==> src/hw/aot_pkg.sv <==
// Package for the analog output timing engine: constants, register map and state types
package aot_pkg;
  localparam int NPFI = 10;
  localparam int NSIL = 8;
  localparam int NINT = 4;
  localparam int NEXT = NPFI + NSIL;
  localparam int LW = NPFI + 7 + NINT;
  localparam int ADDR_W = 8;
  localparam int CORE_HZ = 100_000_000;
  localparam int FAST_TB_HZ = 20_000_000;
  localparam int SLOW_TB_HZ = 100_000;
  localparam int PULSE_NS = 50;
  localparam logic [7:0] FAST_DIV_M1 = 8'(CORE_HZ / FAST_TB_HZ - 1);
  localparam logic [7:0] SLOW_DIV_M1 = 8'(FAST_TB_HZ / SLOW_TB_HZ - 1);
  localparam logic [7:0] PULSE_CYC = 8'((PULSE_NS * (CORE_HZ / 1_000_000) + 999) / 1000);
  localparam logic [7:0] ADDR_CTRL = 8'h00;
  localparam logic [7:0] ADDR_CFG = 8'h04;
  localparam logic [7:0] ADDR_DIV = 8'h08;
  localparam logic [7:0] ADDR_DELAY = 8'h0C;
  localparam logic [7:0] ADDR_COUNT = 8'h10;
  localparam logic [7:0] ADDR_STATUS = 8'h14;
  localparam logic [7:0] ADDR_DONE = 8'h18;
  localparam int CTRL_ARM = 0;
  localparam int CTRL_START = 1;
  localparam int CTRL_STOP = 2;
  localparam int CTRL_MODE_LSB = 3;
  localparam logic [31:0] DIV_RST = 32'h0000_0014;
  localparam logic [31:0] DELAY_RST = 32'h0000_0002;
  localparam logic [31:0] COUNT_RST = 32'h0000_0000;
  // Programmable pins idle high on their pull-ups, other lines low
  localparam logic [NEXT-1:0] LINE_IDLE = {{NSIL{1'h0}}, {NPFI{1'h1}}};
  localparam logic [1:0] RESP_OKAY = 2'h0;
  localparam logic [1:0] RESP_SLVERR = 2'h2;

  typedef enum logic [1:0] {ST_IDLE, ST_ARMED, ST_DELAY, ST_RUN} aot_state_t;

  typedef struct packed {
    logic [2:0] rsvd;
    logic tb_slow;
    logic tb_edge;
    logic tb_ext;
    logic [4:0] tb_sel;
    logic samp_edge;
    logic samp_ext;
    logic [4:0] samp_sel;
    logic pause_pol;
    logic pause_en;
    logic [4:0] pause_sel;
    logic start_edge;
    logic start_en;
    logic [4:0] start_sel;
  } aot_cfg_t;

  typedef struct packed {
    logic samp_pin_out;
    logic start_pin_out;
    logic root_sil7;
    logic finite;
  } aot_mode_t;

  typedef struct packed {
    logic [NEXT-1:0] s1;
    logic [NEXT-1:0] s2;
    logic [NEXT-1:0] s3;
    logic [NEXT-1:0] filt;
    logic [NEXT-1:0] prev;
    logic [NINT-1:0] int_prev;
    logic [7:0] fast_cnt;
    logic [7:0] slow_cnt;
    aot_cfg_t cfg;
    aot_mode_t mode;
    logic [31:0] div;
    logic [31:0] delay;
    logic [31:0] count;
    logic [31:0] done_cnt;
    logic [31:0] dly_cnt;
    logic [31:0] div_cnt;
    aot_state_t state;
    logic done;
    logic update;
    logic [7:0] spw;
    logic [7:0] tpw;
    logic samp_o;
    logic start_o;
    logic aw_rdy;
    logic w_rdy;
    logic aw_got;
    logic w_got;
    logic [ADDR_W-1:0] awaddr;
    logic [31:0] wdata;
    logic [3:0] wstrb;
    logic bvalid;
    logic [1:0] bresp;
    logic ar_rdy;
    logic rvalid;
    logic [31:0] rdata;
    logic [1:0] rresp;
  } aot_st_t;
endpackage : aot_pkg

==> src/hw/aot_engine.sv <==
// Analog output timing engine with AXI4-Lite register slave
`timescale 1ns/1ps
`default_nettype none
module aot_engine
  import aot_pkg::*;
(
  input wire logic CORE_CLK,
  input wire logic SRST,
  input wire logic CE,
  input wire logic S_AXI_AWVALID,
  output logic S_AXI_AWREADY,
  input wire logic [ADDR_W-1:0] S_AXI_AWADDR,
  input wire logic S_AXI_WVALID,
  output logic S_AXI_WREADY,
  input wire logic [31:0] S_AXI_WDATA,
  input wire logic [3:0] S_AXI_WSTRB,
  output logic S_AXI_BVALID,
  input wire logic S_AXI_BREADY,
  output logic [1:0] S_AXI_BRESP,
  input wire logic S_AXI_ARVALID,
  output logic S_AXI_ARREADY,
  input wire logic [ADDR_W-1:0] S_AXI_ARADDR,
  output logic S_AXI_RVALID,
  input wire logic S_AXI_RREADY,
  output logic [31:0] S_AXI_RDATA,
  output logic [1:0] S_AXI_RRESP,
  input wire logic [NPFI-1:0] PFI_IN,
  input wire logic [NSIL-1:0] SIL_IN,
  input wire logic [NINT-1:0] INT_SIG,
  output logic START_PIN_O,
  output logic START_PIN_OE,
  output logic SAMP_PIN_O,
  output logic SAMP_PIN_OE,
  output logic UPDATE
);
  aot_st_t st_r;
  aot_st_t n;
  logic [LW-1:0] lv;
  logic [LW-1:0] lp;
  logic fast_tick;
  logic root_tick;
  logic slow_tick;
  logic tb_tick;
  logic start_ev;
  logic paused;
  logic cand;
  logic acc;
  logic wr_fire;
  logic [ADDR_W-1:0] wa;
  logic [ADDR_W-1:0] ra;
  logic cmd_arm;
  logic cmd_start;
  logic cmd_stop;

  function automatic logic pick(input logic [LW-1:0] v, input logic [4:0] s);
    pick = (int'(s) < LW) ? v[s] : 1'b0;
  endfunction : pick

  function automatic logic edg(input logic c, input logic p, input logic f);
    edg = f ? (p & ~c) : (c & ~p);
  endfunction : edg

  function automatic logic [31:0] wmerge(input logic [31:0] o, input logic [31:0] d,
                                         input logic [3:0] s);
    logic [31:0] r;
    r = o;
    for (int i = 0; i < 4; i++) begin
      if (s[i]) begin
        r[i*8 +: 8] = d[i*8 +: 8];
      end
    end
    wmerge = r;
  endfunction : wmerge

  always_comb begin
    n = st_r;
    // Three stages; a change counts once stages two and three agree
    n.s1 = {SIL_IN, PFI_IN};
    n.s2 = st_r.s1;
    n.s3 = st_r.s2;
    n.filt = (st_r.s2 & st_r.s3) | (st_r.filt & (st_r.s2 ^ st_r.s3));
    n.prev = st_r.filt;
    n.int_prev = INT_SIG;
    // Routable lines: programmable lines, lines 0-6, on-chip signals
    lv = {INT_SIG, st_r.filt[NPFI+6:0]};
    lp = {st_r.int_prev, st_r.prev[NPFI+6:0]};

    // Root timebase: fast internal tick or line 7; never reaches a pin
    fast_tick = (st_r.fast_cnt == FAST_DIV_M1);
    n.fast_cnt = fast_tick ? 8'h00 : st_r.fast_cnt + 8'h01;
    root_tick = st_r.mode.root_sil7 ? (st_r.filt[NPFI+7] & ~st_r.prev[NPFI+7])
                                    : fast_tick;
    slow_tick = root_tick && (st_r.slow_cnt == SLOW_DIV_M1);
    if (root_tick) begin
      n.slow_cnt = slow_tick ? 8'h00 : st_r.slow_cnt + 8'h01;
    end
    if (st_r.cfg.tb_ext) begin
      tb_tick = edg(pick(lv, st_r.cfg.tb_sel), pick(lp, st_r.cfg.tb_sel),
                    st_r.cfg.tb_edge);
    end else begin
      tb_tick = st_r.cfg.tb_slow ? slow_tick : root_tick;
    end

    // Register slave, one write and one read at a time
    wa = {st_r.awaddr[ADDR_W-1:2], 2'h0};
    ra = {S_AXI_ARADDR[ADDR_W-1:2], 2'h0};
    if (S_AXI_AWVALID && st_r.aw_rdy) begin
      n.aw_rdy = 1'b0;
      n.aw_got = 1'b1;
      n.awaddr = S_AXI_AWADDR;
    end
    if (S_AXI_WVALID && st_r.w_rdy) begin
      n.w_rdy = 1'b0;
      n.w_got = 1'b1;
      n.wdata = S_AXI_WDATA;
      n.wstrb = S_AXI_WSTRB;
    end
    wr_fire = st_r.aw_got && st_r.w_got && !st_r.bvalid;
    cmd_arm = 1'b0;
    cmd_start = 1'b0;
    cmd_stop = 1'b0;
    if (wr_fire) begin
      n.aw_got = 1'b0;
      n.w_got = 1'b0;
      n.bvalid = 1'b1;
      n.bresp = RESP_OKAY;
      case (wa)
        ADDR_CTRL: begin
          cmd_arm = st_r.wstrb[0] && st_r.wdata[CTRL_ARM];
          cmd_start = st_r.wstrb[0] && st_r.wdata[CTRL_START];
          cmd_stop = st_r.wstrb[0] && st_r.wdata[CTRL_STOP];
          if (st_r.wstrb[0]) begin
            n.mode = aot_mode_t'(st_r.wdata[CTRL_MODE_LSB +: 4]);
          end
        end
        ADDR_CFG: n.cfg = aot_cfg_t'(wmerge(32'(st_r.cfg), st_r.wdata, st_r.wstrb));
        ADDR_DIV: n.div = wmerge(st_r.div, st_r.wdata, st_r.wstrb);
        ADDR_DELAY: n.delay = wmerge(st_r.delay, st_r.wdata, st_r.wstrb);
        ADDR_COUNT: n.count = wmerge(st_r.count, st_r.wdata, st_r.wstrb);
        ADDR_STATUS, ADDR_DONE: n.bresp = RESP_OKAY;
        default: n.bresp = RESP_SLVERR;
      endcase
    end
    if (st_r.bvalid && S_AXI_BREADY) begin
      n.bvalid = 1'b0;
      n.aw_rdy = 1'b1;
      n.w_rdy = 1'b1;
    end
    if (S_AXI_ARVALID && st_r.ar_rdy) begin
      n.ar_rdy = 1'b0;
      n.rvalid = 1'b1;
      n.rresp = RESP_OKAY;
      case (ra)
        ADDR_CTRL: n.rdata = {25'h0, st_r.mode, 3'h0};
        ADDR_CFG: n.rdata = 32'(st_r.cfg);
        ADDR_DIV: n.rdata = st_r.div;
        ADDR_DELAY: n.rdata = st_r.delay;
        ADDR_COUNT: n.rdata = st_r.count;
        ADDR_STATUS: n.rdata = {27'h0, st_r.samp_o, paused, st_r.done, st_r.state};
        ADDR_DONE: n.rdata = st_r.done_cnt;
        default: begin
          n.rdata = 32'h0000_0000;
          n.rresp = RESP_SLVERR;
        end
      endcase
    end
    if (st_r.rvalid && S_AXI_RREADY) begin
      n.rvalid = 1'b0;
      n.ar_rdy = 1'b1;
    end

    // Start: hardware edge when enabled, else the software command
    if (st_r.cfg.start_en) begin
      start_ev = edg(pick(lv, st_r.cfg.start_sel), pick(lp, st_r.cfg.start_sel),
                     st_r.cfg.start_edge);
    end else begin
      start_ev = cmd_start;
    end
    // Level pause, polarity selected; there is no pin for it
    paused = st_r.cfg.pause_en &&
             (pick(lv, st_r.cfg.pause_sel) == st_r.cfg.pause_pol);

    cand = 1'b0;
    case (st_r.state)
      ST_IDLE: begin
        if (cmd_arm) begin
          n.state = ST_ARMED;
          n.done = 1'b0;
          n.done_cnt = 32'h0000_0000;
        end
      end
      ST_ARMED: begin
        if (start_ev) begin
          if (st_r.cfg.samp_ext) begin
            n.state = ST_RUN;
          end else begin
            n.state = ST_DELAY;
            n.dly_cnt = st_r.delay;
          end
        end
      end
      ST_DELAY: begin
        if (tb_tick) begin
          if (st_r.dly_cnt <= 32'h0000_0001) begin
            cand = 1'b1;
            n.state = ST_RUN;
            n.div_cnt = st_r.div;
          end else begin
            n.dly_cnt = st_r.dly_cnt - 32'h0000_0001;
          end
        end
      end
      ST_RUN: begin
        if (st_r.cfg.samp_ext) begin
          cand = edg(pick(lv, st_r.cfg.samp_sel), pick(lp, st_r.cfg.samp_sel),
                     st_r.cfg.samp_edge);
        end else if (tb_tick) begin
          if (st_r.div_cnt <= 32'h0000_0001) begin
            cand = 1'b1;
            n.div_cnt = st_r.div;
          end else begin
            n.div_cnt = st_r.div_cnt - 32'h0000_0001;
          end
        end
      end
      default: n.state = ST_IDLE;
    endcase

    // Pause is judged only when a sample would begin, so a running one completes
    acc = cand && !paused;
    n.update = acc;
    if (acc) begin
      n.spw = PULSE_CYC;
      n.done_cnt = st_r.done_cnt + 32'h0000_0001;
      if (st_r.mode.finite && (st_r.done_cnt + 32'h0000_0001 == st_r.count)) begin
        n.state = ST_IDLE;
        n.done = 1'b1;
      end
    end else if (st_r.spw != 8'h00) begin
      n.spw = st_r.spw - 8'h01;
    end
    if (cmd_stop) begin
      n.state = ST_IDLE;
    end
    n.samp_o = (n.spw != 8'h00);

    // Start echo follows every internal start, whatever its source
    if (start_ev) begin
      n.tpw = PULSE_CYC;
    end else if (st_r.tpw != 8'h00) begin
      n.tpw = st_r.tpw - 8'h01;
    end
    n.start_o = (n.tpw != 8'h00);
  end

  always_ff @(posedge CORE_CLK) begin
    if (SRST) begin
      st_r <= '0;
      // Chains start at the idle level, so no false edge follows reset
      st_r.s1 <= LINE_IDLE;
      st_r.s2 <= LINE_IDLE;
      st_r.s3 <= LINE_IDLE;
      st_r.filt <= LINE_IDLE;
      st_r.prev <= LINE_IDLE;
      st_r.div <= DIV_RST;
      st_r.delay <= DELAY_RST;
      st_r.count <= COUNT_RST;
      st_r.aw_rdy <= 1'b1;
      st_r.w_rdy <= 1'b1;
      st_r.ar_rdy <= 1'b1;
    end else if (CE) begin
      st_r <= n;
    end
  end

  assign S_AXI_AWREADY = st_r.aw_rdy;
  assign S_AXI_WREADY = st_r.w_rdy;
  assign S_AXI_BVALID = st_r.bvalid;
  assign S_AXI_BRESP = st_r.bresp;
  assign S_AXI_ARREADY = st_r.ar_rdy;
  assign S_AXI_RVALID = st_r.rvalid;
  assign S_AXI_RDATA = st_r.rdata;
  assign S_AXI_RRESP = st_r.rresp;
  assign START_PIN_O = st_r.start_o;
  assign START_PIN_OE = st_r.mode.start_pin_out;
  assign SAMP_PIN_O = st_r.samp_o;
  assign SAMP_PIN_OE = st_r.mode.samp_pin_out;
  assign UPDATE = st_r.update;
endmodule : aot_engine
`default_nettype wire

==> config.mk <==
export PLATFORM = sky130hd
export DESIGN_NAME = aot_engine
export DESIGN_NICKNAME = d
export VERILOG_FILES = /design/src/hw/aot_pkg.sv /design/src/hw/aot_engine.sv
export SDC_FILE = /design/constraint.sdc
export NUM_CORES = 1
export LEC_CHECK = 0
export ABC_AREA = 1
export BUFFER_PORTS_ARGS = -buffer_cell sky130_fd_sc_hd__buf_2
export CAP_MARGIN = 25
export CORE_MARGIN = 2
export CORE_UTILIZATION = 45
export DETAILED_ROUTE_END_ITERATION = 6
export GPL_TIMING_DRIVEN = 0
export PLACE_DENSITY = 0.65
export SLEW_MARGIN = 15
export SYNTH_ARGS = -nofsm -noshare
export SYNTH_HDL_FRONTEND = slang
export SYNTH_SLANG_ARGS = --single-unit
export TNS_END_PERCENT = 20
==> constraint.sdc <==
create_clock -name CORE_CLK -period 4.5 [get_ports CORE_CLK]
set_input_delay 1.35 -clock CORE_CLK [delete_from_list [all_inputs] [get_ports CORE_CLK]]
set_output_delay 1.35 -clock CORE_CLK [all_outputs]
set_load 0.02 [all_outputs]
==> metrics.cfg, run 1 <==
[outcome]
run_status = finished clean

[timing]
rsz0062_at_grt = no
worstMarginPinSlew_ps = 1162
maxSlewViolCount = 0
setup_violations = 0
max_freq_ghz = 0.2677
fin_crit_sh_pct = 83.01
hold_ws_ps = 455.5
slew_headroom_pct = 22.55
hold_viol_final = 0
min_period_ps = 3735
finClkSkew_ps = 30.04

[critical_path]
start_kind = input pin
worst-setup-path-type = in -> reg
cp_slowest_cell = a21oi_1
cpPeakStageDelay_ps = 690
regToRegEndpoint = st_r[106]
critical_path_buf_inv_count = 2
cpMostUsedCell = a21oi_1
cpLargestDelayFamily = compound AO/OA/AOI/OAI gates
r2r_cells = 15
r2r_start = st_r[174]
path_cells = buf_2, nand3_1, a21oi_1, clkbuf_1, o31ai_1, a21oi_1
worstPathArrival_ps = 4280
cp-end-kind = register
cp_max_fo = 13
crit_required_ps = 5050
reg2reg_slack_ps = 950

[floorplan]
dieArea_sq_um = 53600
rows = 83
dieWidth_um = 231.5
coreArea_sq_um = 51200
floorplan.initialDensity_pct = 45.50
io_pins = 128
die_height_um = 231.5

[synthesis]
synthesis.area_sq_um = 23290
synthArstFlopShare_pct = 0
synth_cell_types = 67
ys_warn_count = 0
synth-seq-area-share_pct = 38.07
synth-seq-cells = 443
synth_enable_flop_cells = 0
postSynthAreaPerCell_sq_um = 6.801
synthFlopType = dfxtp_1
synthCells = 3425

[cts]
clock-sinks = 443
ctsHoldBuffers = 0
clock_path_buffers = 3
clkTransAtPathRegs_ps = 60
tritoncts = yes
htreeDepth = 2
post-cts-setup-buffer-count = 0
cts-resized-gates = 0
numCtsBuffers = 50
clk_latency_ps = 640
root_buffer = clkbuf_16

[min_path]
holdPathEnd = n[419]
hp-class = reg -> reg
hold_depth = 2
hold_path_startpoint = n[419]

[final_layout]
layout.nets = 3710
multi_input_area_sq_um = 12050
final_common_cell = nand2_1
final_util_pct = 51.74
final_area_sq_um = 26490
seq_area_sq_um = 8869
diodes = 0
drive_gt1_share_pct = 9.538
synthToLayoutAreaGrowth_pct = 13.72
num-fill-cells = 5292
final_cell_mix = nand2_1, dfxtp_1, o21ai_0, a21oi_1, inv_1

[global_routing]
grt_max_degree = 16
grt_pass1_vias = 22642
gr-total-overflow = 0
grt_antenna_before_repair = 2
grt_pass1_wl_um = 141000
track_usage_pct = 34.90

[place]
gp_congestion = 1.032
hpwlAfterDp_um = 73960
io_buffers = 120
place_area_sq_um = 24770

[power_and_ir_drop]
p_leak_nw = 10.91
finalPower_mw = 9.168
max-vdd-ir-drop_v = 0.0003036
power_density_nw_per_um2 = 346.1

[route]
routed_wl_um = 95020
drtPass1Iterations = 7
drtAntennaViolNets = 0
num_vias = 24811
viasPerCell = 5.746
wl_per_cell_um = 22.01
drt_iter0_markers = 3262
drc_errors = 0

[run]
drv_cap = 0

[where the power goes]
group	switching [mW]	total, mW	internal (mW)	leakage (nW)
combinational	0.482	0.700	0.217	6.47
clock	1.84	4.33	2.49	0.840
sequential	0.115	4.14	4.02	3.60
[synth_stat cells, types with 2 or more instances]
cell type  number  area, sq um
nand3_2         4        40.04
o21ai_0       369         1847
ha_1           30        375.4
and3_1          3        18.77
nand3b_1        5        37.54
nor3_2          2        20.02
inv_1         324         1216
nand3_1       227         1136
nand4_1        28        175.2
clkinv_1        2        7.510
buf_4          44        330.3
inv_2          10        37.54
xnor2_1        23        201.4
o211ai_1       39        292.8
buf_1           7        26.28
a31oi_1        32        200.2
a21oi_1       364         1822
o2111ai_1       2        17.52
o31ai_1         9        67.56
nor3_4          2        32.53
nor2_1        319         1197
clkinv_2        2        10.01
o211a_1         2        20.02
o22ai_1        63        394.1
nor2_2         10        62.56
nor2_4          4        45.04
or2_2           8        50.05
nand2_2        10        62.56
nor4_2          2        25.02
xor2_1         41        359.1
nor3_1         33        165.2
clkbuf_1      130        488.0
buf_2          18        90.09
o221ai_1       25        219.0
o21ai_1        13        65.06
a211oi_1       12        90.09
nor4_1         11        68.82
buf_6          14        157.7
o21bai_1        7        52.55
nand2_1       705         2646
dfxtp_1       443         8869
a22oi_1         2        15.01
[logic make-up (layout without fill, tap and decap cells)]
logic type / after synthesis / after routing / synth area share [%]
AND/OR/NAND/NOR: 1382 / 1382 / 25.24
AO/OA/AOI/OAI: 951 / 951 / 22.42
buffers and inverters: 554 / 766 / 10.23
flip-flops: 443 / 443 / 38.07
XOR/XNOR: 64 / 64 / 2.406
adder cells (fa/ha/maj): 30 / 30 / 1.611
other: 1 / 2 / 0.01610
[routing by layer]
layer	track usage, %	vias up	wire length (um)
met1	47.36	11481	40330
met4	17.94	2	5323
met5	0	-	7
met2	52.45	1311	39880
li1	-	11788	-
met3	6.828	229	9479
[cell type report]
class | instances | area share, %
Buffer | 213 | 4.133
Clock buffer | 67 | 5.266
Clock inverter | 25 | 1.256
Inverter | 340 | 4.855
Multi-Input combinational cell | 2429 | 45.49
Sequential cell | 443 | 33.48
Tap cell | 680 | 3.212
Timing Repair Buffer | 121 | 2.310
[per-stage QoR]
step | instances | TNS [ps] | setup slack, ps
2_1_floorplan | 3426 | 0 | 1573
3_3_place_gp | 4226 | -12860 | -675.2
3_5_place_dp | 4227 | -12470 | -691.8
4_1_cts | 4318 | 0 | 792.4
5_1_grt | 4318 | 0 | 688.4
6_report | 4318 | 0 | 764.7
[sequential cells by signal, indices dropped and copies added, names as in the netlist, 17 cells and up]
register,cells
S_AXI_RDATA,32
lp,21
lv,17
n,37
st_r,324
[worst reg2reg max path, stage by stage (launching register included)]
cell     delay (ps)
dfxtp_1         390
ha_1            220
nand3_1         220
inv_1           270
nand3_1         240
nor2_2          280
nand2_1          80
nand2_1         100
nand2_1          60
nand2_1         160
nand4_1         250
nor3_1          190
nand3_1         100
nor2_1          510
nand3_1         240
a21oi_1         170
[worst max-delay path by stage]
stage	endpoint	slack [ps]	from	cells past startpoint
after floorplan	st_r[195]	1570	INT_SIG[0]	23
after detailed placement	S_AXI_RDATA[6]	-690	CE	7
after global placement	S_AXI_RDATA[6]	-680	CE	7
final	S_AXI_RDATA[6]	760	CE	6
after CTS	S_AXI_RDATA[6]	790	CE	6
after global routing	st_r[107]	690	st_r[174]	16
(Power assumes the default switching activity.)
==> run 2, diff against run 1 <==
ABC_AREA = 0   (was 1)
PLACE_DENSITY = 0.67   (was 0.65)
clock period = 3.3 ns   (was 4.5 ns; I/O delays follow)
==> run 2 against run 1 <==
  * Non-clock buffer count up 27
  * Sequential power up 38%
  * Largest cell class unchanged
  * Critical endpoint is now st_r[108]
  * Clock power grew 42%
  * Clock-buffer cell count down 1
  * Cell area increased by 0.51%
  * Combinational power increased by 110%
  * Clock skew decreased by 9.7 ps
  * Sequential share of layout area decreased by 0.16 points
  * Synthesized cell count is 22% lower
  * First-iteration DRC count is 24% lower
  * Wire length shrank 7.9%
  * Register-to-register slack worse by 930 ps
==> metrics.cfg, run 2 <==
[floorplan]
io_pins = 128
floorplan.initialDensity_pct = 45.45
coreArea_sq_um = 50070
dieArea_sq_um = 52380
dieWidth_um = 228.9
die_height_um = 228.9
rows = 82

[synthesis]
yosys-top-cells-count = dfxtp_1, nor2_1, nand2_1, mux2i_1, a21oi_1
synthFlopType = dfxtp_1
synthesis.area_sq_um = 22750
synthArstFlopShare_pct = 0
synth-seq-cells = 443
synth_top_area_share_pct = 38.98
synth-seq-area-share_pct = 38.98
yosysMostFrequentCell = dfxtp_1
synthTopCellsByArea = dfxtp_1, mux2i_1, nor2_1
postSynthAreaPerCell_sq_um = 8.506
ys_warn_count = 0
synthCells = 2675
synth_enable_flop_cells = 0
synth_cell_types = 82
synth_top_area_cell = dfxtp_1

[timing]
worstMarginPinSlew_ps = 1085
slew_headroom_pct = 27.64
min_period_ps = 3282
hold_viol_final = 0
setup_ws_ps = 18.20
maxSlewViolCount = 0
max_freq_ghz = 0.3047
setup_violations = 0
finClkSkew_ps = 20.29
fin_crit_sh_pct = 99.45
rsz0062_at_grt = yes
tns_ps = 0

[power_and_ir_drop]
power_density_nw_per_um2 = 502.4
max-vdd-ir-drop_v = 0.0004414
power_frac_clock_pct = 46.0
p_int_mw = 9.820
switchingPower_mw = 3.556
switching_share_pct = 26.59
p_leak_nw = 11.45
power_frac_comb_pct = 11.2
seqPwrFrac_pct = 42.8

[final_layout]
final_area_sq_um = 26620
final_util_pct = 53.18
final_cell_mix = dfxtp_1, nor2_1, nand2_1, mux2i_1, a21oi_1
synthToLayoutAreaGrowth_pct = 17.01
drive_gt1_share_pct = 15.28
largest_reg_flops = 324
largest_register = st_r
num-fill-cells = 4774
final_common_cell = dfxtp_1
layout.nets = 2977

[critical_path]
cpLargestDelayFamily = simple AND/OR/NAND/NOR gates
worst-setup-path-type = reg -> reg
cpPeakStageDelay_ps = 620
crit_required_ps = 3810
critical_path_buf_inv_count = 2
cp_slowest_cell = or4_4
cp_max_fo = 10
cp-end-kind = register
worstPathArrival_ps = 3790
start_kind = register
path_cells = buf_6, buf_12, mux4_2, mux2i_1, o21ai_0, nand3_1, mux2_4, a21oi_4, o211ai_4, or4_4, and3_4

[route]
drtPass1Iterations = 6
wl_per_cell_um = 24.44
routed_wl_um = 87470
drc_errors = 0
drt_iter0_markers = 2467
num_vias = 21961
drtAntennaViolNets = 0
viasPerCell = 6.136

[min_path]
hp-class = reg -> reg

[outcome]
run_status = finished clean

[cts]
root_buffer = clkbuf_16
clk_latency_ps = 610
clock_path_buffers = 3
clkTransAtPathRegs_ps = 70
clock-sinks = 443
numCtsBuffers = 49
htreeDepth = 2
ctsHoldBuffers = 0
tritoncts = yes

[global_routing]
gr-total-overflow = 0
track_usage_pct = 32.51
grt_pass1_vias = 20650
grt_max_degree = 14
grt_pass1_wl_um = 130000
grt_antenna_before_repair = 2

[place]
dp_slack_ps = -797.1
place_area_sq_um = 24190
hpwlAfterDp_um = 65450
gp_congestion = 1.017
io_buffers = 118

[run]
drv_cap = 0

[run 2: cells by family (layout without fill, tap and decap cells)]
family | count (synthesis) | after routing | synth area share, %
compound gates | 546 | 546 | 15.94
xor+xnor | 93 | 93 | 3.580
fa+ha+maj | 30 | 30 | 1.650
buf+inv | 252 | 481 | 5.042
flops | 443 | 443 | 38.98
mux | 296 | 296 | 14.47
other cells | 1 | 4 | 0.01648
simple gates | 1014 | 1014 | 20.32
[run 2: stage by stage]
stage	hold WS [ps]	std cells	power [mW]
floorplan	432.3	2676	6.770
global placement	453.1	3466	7.219
detailed placement	459.6	3466	7.258
CTS	471.1	3564	13.36
global route	496.0	3577	13.82
finish	468.1	3579	13.38
[run 2: metal layers]
layer	global-route usage, %	vias to the layer above	routed length (um)
li1	-	9981	-
met1	42.61	10538	35420
met2	50.21	1182	37780
met3	6.325	260	8773
met4	18.24	0	5492
met5	0	-	0
[run 2: cell type report]
class / count / area [sq um] / share of cell area [%]
well taps: 672 / 840.8 / 3.158
inverters: 29 / 108.9 / 0.4089
repair buffers: 142 / 812.0 / 3.050
clock inverters: 25 / 406.6 / 1.527
plain buffers: 219 / 1121 / 4.211
clock buffers: 66 / 1400 / 5.259
multi-input cells: 1981 / 13060 / 49.05
diodes: 2 / 5.005 / 0.01880
flip-flops and latches: 443 / 8871 / 33.32
[run 2: power groups by stage]
stage | logic (mW) | clock network, mW | registers (mW)
floorplan | 1.02 | 0 | 5.75
global placement | 1.40 | 0 | 5.82
detailed placement | 1.43 | 0 | 5.83
CTS | 1.44 | 6.21 | 5.71
global route | 1.66 | 6.43 | 5.74
finish | 1.50 | 6.16 | 5.72
[run 2: worst paths after layout]
check	startpoint	end	slack [ps]	cells after the start
max	st_r[326]	st_r[108]	20	11
min	UPDATE	UPDATE	470	2
max reg2reg	st_r[326]	st_r[108]	20	11
min reg2reg	UPDATE	UPDATE	470	2
[run 2: worst reg2reg max path, stage by stage (launching register included)]
cell and delay [ps]:
dfxtp_1 330, buf_6 140, buf_12 140, mux4_2 500, mux2i_1 130, o21ai_0 90, nand3_1 230, mux2_4 390
a21oi_4 240, o211ai_4 160, or4_4 620, and3_4 220
[run 2: timing repair]
item                                    in CTS  in global routing
pin swaps                                    7                 12
cloned                                       0                  0
endpoints found under the hold margin        0                  0
endpoints found under the setup margin     155                179
gates resized for setup                     58                 83
buffers inserted                             8                 14
